### src/rtl/csf_params.svh
`ifndef CSF_PARAMS_SVH
`define CSF_PARAMS_SVH

// register offset and reset value
`define CSF_OFFSET 8'h0f
`define CSF_RESET 8'h00

// flag positions
`define CSF_BIT_I 7
`define CSF_BIT_T 6
`define CSF_BIT_H 5
`define CSF_BIT_S 4
`define CSF_BIT_V 3
`define CSF_BIT_N 2
`define CSF_BIT_Z 1
`define CSF_BIT_C 0

// wait cycles added to an i/o access that changes the enable bit
`define CSF_IRQ_WAIT 1

`endif

### src/rtl/csf_pkg.sv
package csf_pkg;

  // operation classes issued by the execution datapath
  typedef enum logic [3:0] {
    CSF_OP_NONE,
    CSF_OP_ADD,
    CSF_OP_ADC,
    CSF_OP_SUB,
    CSF_OP_SBC,
    CSF_OP_LOGIC,
    CSF_OP_SHIFT,
    CSF_OP_INC,
    CSF_OP_DEC,
    CSF_OP_IRQ_EN,
    CSF_OP_IRQ_DIS,
    CSF_OP_BIT_STORE,
    CSF_OP_FLAG_SET,
    CSF_OP_FLAG_CLR
  } csf_op_type;

  // one result handed over from the datapath
  typedef struct packed {
    logic valid;
    csf_op_type op;
    logic [7:0] a;
    logic [7:0] b;
    logic [2:0] bit_sel;
  } csf_exec_type;

  // i/o space access
  typedef struct packed {
    logic rd;
    logic wr;
    logic [7:0] addr;
    logic [7:0] wdata;
  } csf_io_type;

  // flags computed for one operation and the bits they touch
  typedef struct packed {
    logic [7:0] value;
    logic [7:0] mask;
  } csf_upd_type;

endpackage : csf_pkg

### src/rtl/csf_flag_calc.sv
`timescale 1ns/1ps
`default_nettype none
`include "csf_params.svh"

// combinational flag generator for one datapath operation
module csf_flag_calc (
  input wire csf_pkg::csf_exec_type exe,
  input wire logic carry_in,
  output var csf_pkg::csf_upd_type upd
);

  logic [8:0] res;
  logic [4:0] low;
  logic h;
  logic v;
  logic n;
  logic z;
  logic c;
  logic [7:0] sel;

  // arithmetic core and per-operation flag subset
  always_comb begin
    res = 9'h000;
    low = 5'h00;
    h = 1'b0;
    v = 1'b0;
    c = 1'b0;
    sel = 8'h00;
    upd.value = 8'h00;
    upd.mask = 8'h00;
    case (exe.op)
      csf_pkg::CSF_OP_ADD, csf_pkg::CSF_OP_ADC: begin
        res = {1'b0, exe.a} + {1'b0, exe.b} +
          {8'h00, carry_in & (exe.op == csf_pkg::CSF_OP_ADC)};
        low = {1'b0, exe.a[3:0]} + {1'b0, exe.b[3:0]} +
          {4'h0, carry_in & (exe.op == csf_pkg::CSF_OP_ADC)};
        h = low[4];
        v = (exe.a[7] == exe.b[7]) && (res[7] != exe.a[7]);
        c = res[8];
        upd.mask = 8'h3f;
      end
      csf_pkg::CSF_OP_SUB, csf_pkg::CSF_OP_SBC: begin
        res = {1'b0, exe.a} - {1'b0, exe.b} -
          {8'h00, carry_in & (exe.op == csf_pkg::CSF_OP_SBC)};
        low = {1'b0, exe.a[3:0]} - {1'b0, exe.b[3:0]} -
          {4'h0, carry_in & (exe.op == csf_pkg::CSF_OP_SBC)};
        h = low[4];
        v = (exe.a[7] != exe.b[7]) && (res[7] != exe.a[7]);
        c = res[8];
        upd.mask = 8'h3f;
      end
      csf_pkg::CSF_OP_LOGIC: begin
        res = {1'b0, exe.a};
        upd.mask = 8'h1e; // v cleared, c kept
      end
      csf_pkg::CSF_OP_SHIFT: begin
        res = {exe.a[0], 1'b0, exe.a[7:1]};
        c = exe.a[0];
        upd.mask = 8'h1f;
      end
      csf_pkg::CSF_OP_INC: begin
        res = {1'b0, exe.a + 8'h01};
        v = (exe.a == 8'h7f);
        upd.mask = 8'h1e;
      end
      csf_pkg::CSF_OP_DEC: begin
        res = {1'b0, exe.a - 8'h01};
        v = (exe.a == 8'h80);
        upd.mask = 8'h1e;
      end
      // RULE_05 enable instructions
      csf_pkg::CSF_OP_IRQ_EN: begin
        upd.mask[`CSF_BIT_I] = 1'b1;
        upd.value[`CSF_BIT_I] = 1'b1;
      end
      csf_pkg::CSF_OP_IRQ_DIS: begin
        upd.mask[`CSF_BIT_I] = 1'b1;
      end
      // RULE_07 bit store
      csf_pkg::CSF_OP_BIT_STORE: begin
        upd.mask[`CSF_BIT_T] = 1'b1;
        upd.value[`CSF_BIT_T] = exe.a[exe.bit_sel];
      end
      csf_pkg::CSF_OP_FLAG_SET, csf_pkg::CSF_OP_FLAG_CLR: begin
        sel = 8'h01 << exe.bit_sel;
        upd.mask = sel;
        upd.value = (exe.op == csf_pkg::CSF_OP_FLAG_SET) ? sel : 8'h00;
      end
      default: begin
        upd.mask = 8'h00;
      end
    endcase
    n = res[7];
    z = (res[7:0] == 8'h00);
    // single flag ops must keep their own value, even on the n bit
    if (upd.mask[`CSF_BIT_N] && exe.op != csf_pkg::CSF_OP_FLAG_SET &&
      exe.op != csf_pkg::CSF_OP_FLAG_CLR) begin
      // RULE_08 half carry
      upd.value[`CSF_BIT_H] = h;
      // RULE_10 signed overflow
      upd.value[`CSF_BIT_V] = v;
      // RULE_11 negative result
      upd.value[`CSF_BIT_N] = n;
      // RULE_12 zero result
      upd.value[`CSF_BIT_Z] = z;
      // RULE_13 carry out
      upd.value[`CSF_BIT_C] = c;
      // RULE_09 sign from n xor v
      upd.value[`CSF_BIT_S] = n ^ v;
    end
  end

endmodule : csf_flag_calc

`default_nettype wire

### src/rtl/csf_status_flags.sv
`timescale 1ns/1ps
`default_nettype none
`include "csf_params.svh"

//////////////////////////////////////////////////////////////////////////////
// Contract
// RULE_01: the register holds the last result flags and resets to zero.
// RULE_02: a one in bit 7 lets interrupts be taken anywhere; the gate still holds irq_take low while isr_enter or irq_return is high.
// RULE_03: a zero in bit 7 blocks every interrupt regardless of sources.
// RULE_04: isr entry and interrupt return leave bit 7 untouched.
// RULE_05: the enable and disable instructions set and clear bit 7.
// RULE_06: an i/o access changing bit 7 gets one wait cycle.
// RULE_07: bit 6 is written by bit store and read by bit load.
// RULE_08: bit 5 shows carry out of the low nibble where supported.
// RULE_09: bit 4 always equals negative xor overflow; flag set/clear ops and i/o writes can leave it otherwise.
// RULE_10: bit 3 shows signed overflow where supported.
// RULE_11: bit 2 shows a negative result.
// RULE_12: bit 1 shows a zero result.
// RULE_13: bit 0 shows a carry.
// RULE_14: flags an operation does not touch keep their value.
// RULE_15: an i/o write replaces all eight bits.
module csf_status_flags (
  input wire logic clk,
  input wire logic resetn,
  input wire csf_pkg::csf_exec_type exe,
  input wire csf_pkg::csf_io_type io,
  input wire logic irq_pending,
  input wire logic isr_enter,
  input wire logic irq_return,
  output logic [7:0] status_flags,
  output logic [7:0] io_rdata,
  output logic io_wait,
  output logic irq_take,
  output logic transfer_bit
);

  csf_pkg::csf_upd_type upd;
  logic [7:0] flags_r;
  logic [7:0] flags_nxt;
  logic hit;
  logic irq_change;

  //////////////////////////////////////////////////////////////////////////
  // flag computation
  csf_flag_calc u_calc (
    .exe(exe),
    .carry_in(flags_r[`CSF_BIT_C]),
    .upd(upd)
  );

  assign hit = (io.addr == `CSF_OFFSET);
  // RULE_06 detect enable change
  assign irq_change = io.wr && hit &&
    (io.wdata[`CSF_BIT_I] != flags_r[`CSF_BIT_I]);

  // next value: i/o write overrides a datapath update
  always_comb begin
    flags_nxt = flags_r;
    if (io.wr && hit) begin
      // RULE_15 full replace
      flags_nxt = io.wdata;
    end else if (exe.valid) begin
      // RULE_14 masked update
      flags_nxt = (flags_r & ~upd.mask) | (upd.value & upd.mask);
    end
  end

  //////////////////////////////////////////////////////////////////////////
  // RULE_01 flag register
  // isr_enter and irq_return are deliberately not used here
  // RULE_04 enable untouched by hw
  always_ff @(posedge clk) begin
    if (!resetn) begin
      flags_r <= `CSF_RESET;
    end else begin
      flags_r <= flags_nxt;
    end
  end

  // registered outputs
  always_ff @(posedge clk) begin
    if (!resetn) begin
      status_flags <= `CSF_RESET;
      io_rdata <= 8'h00;
      io_wait <= 1'b0;
      transfer_bit <= 1'b0;
    end else begin
      status_flags <= flags_nxt;
      io_rdata <= (io.rd && hit) ? flags_r : 8'h00;
      // RULE_06 one wait cycle
      io_wait <= irq_change;
      // RULE_07 t bit for bit load
      transfer_bit <= flags_nxt[`CSF_BIT_T];
    end
  end

  // RULE_02 RULE_03 interrupt gate
  always_ff @(posedge clk) begin
    if (!resetn) begin
      irq_take <= 1'b0;
    end else begin
      irq_take <= irq_pending && flags_nxt[`CSF_BIT_I] && !isr_enter &&
        !irq_return;
    end
  end

endmodule : csf_status_flags

`default_nettype wire

### config.mk
export PLATFORM = sky130hd
export DESIGN_NAME = csf_status_flags
export DESIGN_NICKNAME = d
export VERILOG_FILES = /design/src/rtl/csf_pkg.sv /design/src/rtl/csf_flag_calc.sv /design/src/rtl/csf_status_flags.sv
export VERILOG_INCLUDE_DIRS = /design/src /design/src/rtl
export SDC_FILE = /design/constraint.sdc
export NUM_CORES = 1
export LEC_CHECK = 0
export ABC_AREA = 1
export BUFFER_PORTS_ARGS = -buffer_cell sky130_fd_sc_hd__buf_4
export CAP_MARGIN = 20
export CORE_ASPECT_RATIO = 0.7
export CORE_MARGIN = 2
export CORE_UTILIZATION = 55
export CTS_CLUSTER_SIZE = 16
export DETAILED_ROUTE_END_ITERATION = 7
export PLACE_DENSITY = 0.91
export SETUP_SLACK_MARGIN = 0.5
export SLEW_MARGIN = 20
export SYNTH_ARGS = -nofsm -noshare
export SYNTH_HDL_FRONTEND = slang
export SYNTH_SLANG_ARGS = --single-unit
### constraint.sdc
create_clock -name clk -period 3.35 [get_ports clk]
set_clock_uncertainty 0.15 [all_clocks]
set_input_delay 0.5025 -clock clk [delete_from_list [all_inputs] [get_ports clk]]
set_output_delay 0.5025 -clock clk [all_outputs]
set_load 0.03 [all_outputs]
==> impl_metrics.ini, run 1 <==
[setup_path]
critPathArrivalTime_ns = 2.84
startpoint_type = input port
end_kind = register
worstPathRequired_ns = 3.34
crit_fanout = 3
critical_path_class = input port to register

[detailed_routing]
drt-initial-drc-count = 342
vias = 3285
wirelength_um = 8490
dr.pass1.iters = 5
drc = 0
routedWlPerCell_um = 14.4
antenna_left = 0
via_per_inst = 5.58

[timing]
rsz0062_at_grt = yes
max_freq_ghz = 0.350
hold_viol_final = 0
slew_headroom_pct = 71.7
finalSetupViolations = 0
report.final.slew_viol_count = 0
min_period_ns = 2.85
min_period_over_period_pct = 85.2
setup_tns_ns = 0
fin_ws_ns = 0.497
worst_pin_slew_ns = 0.420

[clock_tree]
cts_num_sinks = 18
cts_root_buf = clkbuf_8
ctsHtreeMaxLevel = 1
cts_tree = done
clkTransAtPathRegs_ns = 0.07
ctsHoldBuffers = 0
clk_path_buf_depth = 2
numCtsBuffers = 3
clkLatencyLatePin_ns = 0.25

[floorplan]
start_util_pct = 56.5
io_pins = 66
die_h_um = 62.1
core_area_mm2 = 0.00470
die_width_um = 87.0
die_area_mm2 = 0.00541
rows = 21

[cells_and_area]
mostFrequentLayoutCells = 118 x nand2_1, 72 x buf_4, 69 x inv_1
final_cells = 589
layout.cells.most_common = nand2_1
post-route-util_pct = 73.7
nNetsFinal = 612
diodes = 0
area_growth_pct = 30.6
drive_gt1_share_pct = 26.1

[power]
p_comb_share_pct = 53.4
p_per_area_mw_per_mm2 = 251
power_frac_clock_pct = 20.7
p_int_mw = 0.510
vdd_drop_max_v = 0.000195
netSwitchingPower_mw = 0.360
leakagePower_nw = 1.85
swShare_pct = 41.4
p_seq_share_pct = 25.9

[flow_run]
drv_cap = 0

[min_path]
hold_path_class = input port to register

[placed_design]
dpl.hpwl_um = 6630
gp_congestion = 0.977
post-place-cells = 576
port_buffers = 65
preCtsSetupSlack_ns = 0.00662

[yosys]
synth_flop_cell = dfxtp_1
yosys_warnings = 0
synth.yosys.seq_area_share_pct = 13.6
syn_area_mm2 = 0.00266
async_flop_share_pct = 0
synth_edf_count = 0
synth.net_count = 534
syn_inst = 455
synth-seq-cells = 18
post_synth.cell_area_avg_um2 = 5.84
synth_cell_types = 36

[outcome]
status = finished clean

[global_routing]
grt_usage_pct = 30.9
grt_pass1_wl_um = 13600
grt_pass1_vias = 3064
grt_overflow = 0
antenna_found_initial = 0
grt_max_degree = 12
[cell type report]
type,count,area (um2)
Clock buffer,4,55.1
Sequential cell,18,360
Fill cell,401,1230
Multi-Input combinational cell,350,2080
Inverter,85,324
Timing Repair Buffer,75,582
Tap cell,57,71.3
[through the flow]
stage	hold slack (ns)	area [um2]	power, mW
after CTS	0.253	3400	0.839
after global routing	0.246	3470	0.935
final	0.252	3470	0.871
after detailed placement	0.316	3220	0.640
after floorplan	0.330	2670	0.507
after global placement	0.301	3220	0.627
[path summary, 6_finish.rpt]
kind	cells past startpoint	slack [ns]	startpoint	end
worst min-delay path	2	0.25	isr_enter	irq_take$_SDFF_PN0_
worst min register to register	2	0.33	status_flags[6]$_SDFFE_PN0P_	io_rdata[6]$_SDFF_PN0_
worst max register to register	14	0.64	status_flags[0]$_SDFFE_PN0P_	status_flags[0]$_SDFFE_PN0P_
worst max-delay path	20	0.50	exe[20]	status_flags[4]$_SDFFE_PN0P_
[sequential cells by signal (all words and copies together) (netlist names)]
name,cells
irq_take,1
io_wait,1
io_rdata,8
status_flags,8
[cell families after synthesis]
group                      count (synthesis)  share of synthesized area (%)
AOI/OAI and AO/OA                         60                           13.0
xor gates and xnor gates                   2                          0.660
adders and majority gates                 32                           16.5
buffers and inverters                     87                           12.6
DFF                                       18                           13.6
and+or+nand+nor                          256                           43.7
[synthesized netlist by cell type, types with 2 or more instances]
master    count  share of area (%)
a211oi_1      2               0.57
a21oi_1      22                4.1
a31oi_1       3               0.71
buf_4         2               0.57
dfxtp_1      18                 14
fa_1          5                3.8
ha_1         27                 13
inv_1        71                 10
inv_2        14                2.0
nand2_1     127                 18
nand2_2       7                1.6
nand3_1      30                5.7
nand3_2       2               0.75
nand3b_1      3               0.85
nand4_1      14                3.3
nor2_1       51                7.2
nor2_2        3               0.71
nor2_4        2               0.85
nor3_1        6                1.1
nor4_1        3               0.71
o21a_1        3               0.85
o21ai_0      16                3.0
o21ai_1       2               0.38
o22ai_1       5                1.2
o31ai_1       2               0.57
or2_2         4               0.94
xor2_1        2               0.66
[power by group through the flow]
| stage | clock network (mW) | registers (mW) | logic (mW) |
|---|---|---|---|
| 2_1_floorplan | 0 | 0.240 | 0.268 |
| 3_3_place_gp | 0 | 0.230 | 0.397 |
| 3_5_place_dp | 0 | 0.230 | 0.410 |
| 4_1_cts | 0.179 | 0.225 | 0.434 |
| 5_1_grt | 0.197 | 0.226 | 0.512 |
| 6_report | 0.180 | 0.225 | 0.465 |
[per-layer routing]
metal	wire length, um	vias to the layer above	track usage [%]
li1	-	1614	-
met1	3700	1486	44.0
met2	3840	175	49.0
met3	892	10	7.31
met4	53	0	3.13
met5	0	-	0
[repair_timing]
item | in CTS | in global routing
setup endpoints to repair | 5 | 5
buffers inserted | 7 | 2
gates resized for setup | 20 | 14
pin swaps | 14 | 11
[worst max-delay path, cell delays in order]
cell,delay (ns)
buf_8,0.10
nor2_4,0.11
inv_2,0.06
nor2_4,0.12
nand2_2,0.07
fa_2,0.55
inv_2,0.05
ha_4,0.15
o21ai_4,0.16
nand2_2,0.09
nand2_2,0.07
nand3b_1,0.14
nand3_2,0.12
nand3_1,0.08
nor2_1,0.15
nand2_1,0.08
nand2_1,0.06
nand2_1,0.06
nand2_2,0.08
a21oi_2,0.05
Note: power is estimated with default switching activity, not from simulation.
==> run 2, diff against run 1 <==
--- a/config.mk
+++ b/config.mk
@@ -16,3 +16,3 @@
 export DETAILED_ROUTE_END_ITERATION = 7
-export PLACE_DENSITY = 0.91
+export PLACE_DENSITY = 0.92
 export SETUP_SLACK_MARGIN = 0.5
--- a/constraint.sdc
+++ b/constraint.sdc
@@ -4,2 +4,2 @@
 set_output_delay 0.5025 -clock clk [all_outputs]
-set_load 0.03 [all_outputs]
+set_load 0.1 [all_outputs]
==> impl_metrics.ini, run 2 (same netlist as run 1, synthesis figures left out) <==
[floorplan]
die_h_um = 62.1
die_width_um = 87.0
start_util_pct = 56.5
io_pins = 66
die_area_mm2 = 0.00541
rows = 21
core_area_mm2 = 0.00470

[setup_path]
max_stage_delay_ns = 0.54
crit_family = simple AND/OR/NAND/NOR gates
startpoint_type = input port
crit_fanout = 3
r2r_start = status_flags[0]$_SDFFE_PN0P_
critPathBufInv = 3
slowest_stage = fa_2
r2r_slack_ns = 0.63
timing.rr.end = status_flags[1]$_SDFFE_PN0P_
worstPathRequired_ns = 3.38
critical_path_class = input port to register
path_cells = buf_12 > nor2_4 > inv_2 > nor2_4 > nand2_2 > fa_2 > inv_2 > ha_4 > o21ai_4 > nand2_2 > nand2_2 > nand3b_1 > nand3_2 > nand2_1 > nor2_1 > nand2_1 > o21bai_1 > nand2_1 > a21oi_1
end_kind = register
r2r_cells = 18
critPathArrivalTime_ns = 2.94

[global_routing]
grt_pass1_vias = 3206
grt_usage_pct = 31.7
antenna_found_initial = 0
grt_overflow = 0
grt_pass1_wl_um = 13900
grt_max_degree = 12

[placed_design]
gp_congestion = 0.984
port_buffers = 65
preCtsSetupSlack_ns = 0.0249
dpl_cell_area_mm2 = 0.00321
dpl.hpwl_um = 6830

[timing]
rsz0062_at_grt = yes
hold_viol_final = 0
fin_ws_ns = 0.440
slew_headroom_pct = 69.4
report.final.slew_viol_count = 0
min_period_ns = 2.91
worst_pin_slew_ns = 0.455
setup_tns_ns = 0
worst_hold_slack_ns = 0.245
min_period_over_period_pct = 86.9
finalSetupViolations = 0
max_freq_ghz = 0.344

[detailed_routing]
dr.pass1.iters = 6
drt-initial-drc-count = 340
drc = 0
vias = 3414
via_per_inst = 5.78
routedWlPerCell_um = 15.3
wirelength_um = 9070
antenna_left = 0

[cells_and_area]
fillers = 358
mostFrequentLayoutCells = 120 x nand2_1, 74 x buf_4, 70 x inv_1
fin_area_mm2 = 0.00348
diodes = 0
drive_gt1_share_pct = 26.0
area_growth_pct = 31.1
layout.cells.most_common = nand2_1
nNetsFinal = 614
reg_top3 = io_rdata: 8 flops, status_flags: 8 flops

[clock_tree]
cts_tree = done
ctsHoldBuffers = 0
clkLatencyLatePin_ns = 0.26
numCtsBuffers = 3
clk_path_buf_depth = 2
clkTransAtPathRegs_ns = 0.08
cts_root_buf = clkbuf_8
ctsHtreeMaxLevel = 1
cts_num_sinks = 18

[power]
power_mw = 0.909
p_per_area_mw_per_mm2 = 261
leakagePower_nw = 1.87
vdd_drop_max_v = 0.000149

[min_path]
min_from = isr_enter
holdPathEnd = irq_take$_SDFF_PN0_
hold_path_class = input port to register
hold_depth = 2

[flow_run]
drv_cap = 0

[outcome]
status = finished clean
[run 2: cell count changes in the layout (fill, tap and decap cells not counted), moves of 2 or more]
cell	before	now
nand2_2	15	13
inv_4	0	2
nand2_1	118	120
buf_4	72	74
inv_2	15	13
buf_8	2	0
[run 2: through the flow]
step                util (%)  cells
floorplan                  -    455
finish                  74.0    591
global placement        68.3    575
global route            74.0    591
CTS                     72.0    585
detailed placement      68.3    575
[run 2: layout make-up]
type                       instances  area (um2)  share of cell area (%)
clock buffer                       4        55.1                    1.58
inverter                          85         324                    9.31
sequential                        18         362                    10.4
multi-input combinational        350        2070                    59.5
timing repair buffer              77         598                    17.2
tap                               57        71.3                    2.05
[run 2: what timing repair did]
action	in CTS	in global routing
pin swaps	14	10
endpoints found under the hold margin	0	0
endpoints found under the setup margin	5	5
buffers inserted	6	6
resized for setup	21	11
[run 2: report_power, final]
| group | total, mW | switching, mW | internal (mW) | leakage [nW] |
|---|---|---|---|---|
| clock network | 0.181 | 0.0768 | 0.104 | 0.0288 |
| logic | 0.502 | 0.317 | 0.185 | 1.69 |
| registers | 0.226 | 0.00525 | 0.221 | 0.146 |
[run 2: routing by layer]
metal  vias to the layer above  GRT usage (%)  wire length (um)
li1                       1626              -                 -
met1                      1536           42.2              3720
met2                       209           50.2              4080
met3                        43           8.91              1030
met4                         0           8.01               244
met5                         -              0                 0
[run 2: how the worst max path moves through the flow]
stage / start / cells after the start / slack [ns] / end
after detailed placement: exe[19] / 22 / 0.02 / status_flags[4]$_SDFFE_PN0P_
final: exe[20] / 19 / 0.44 / status_flags[1]$_SDFFE_PN0P_
after global routing: exe[20] / 22 / 0.32 / status_flags[4]$_SDFFE_PN0P_
after floorplan: exe[19] / 21 / 0.52 / status_flags[4]$_SDFFE_PN0P_
after global placement: exe[19] / 20 / 0.13 / status_flags[1]$_SDFFE_PN0P_
after CTS: exe[20] / 20 / 0.50 / status_flags[4]$_SDFFE_PN0P_
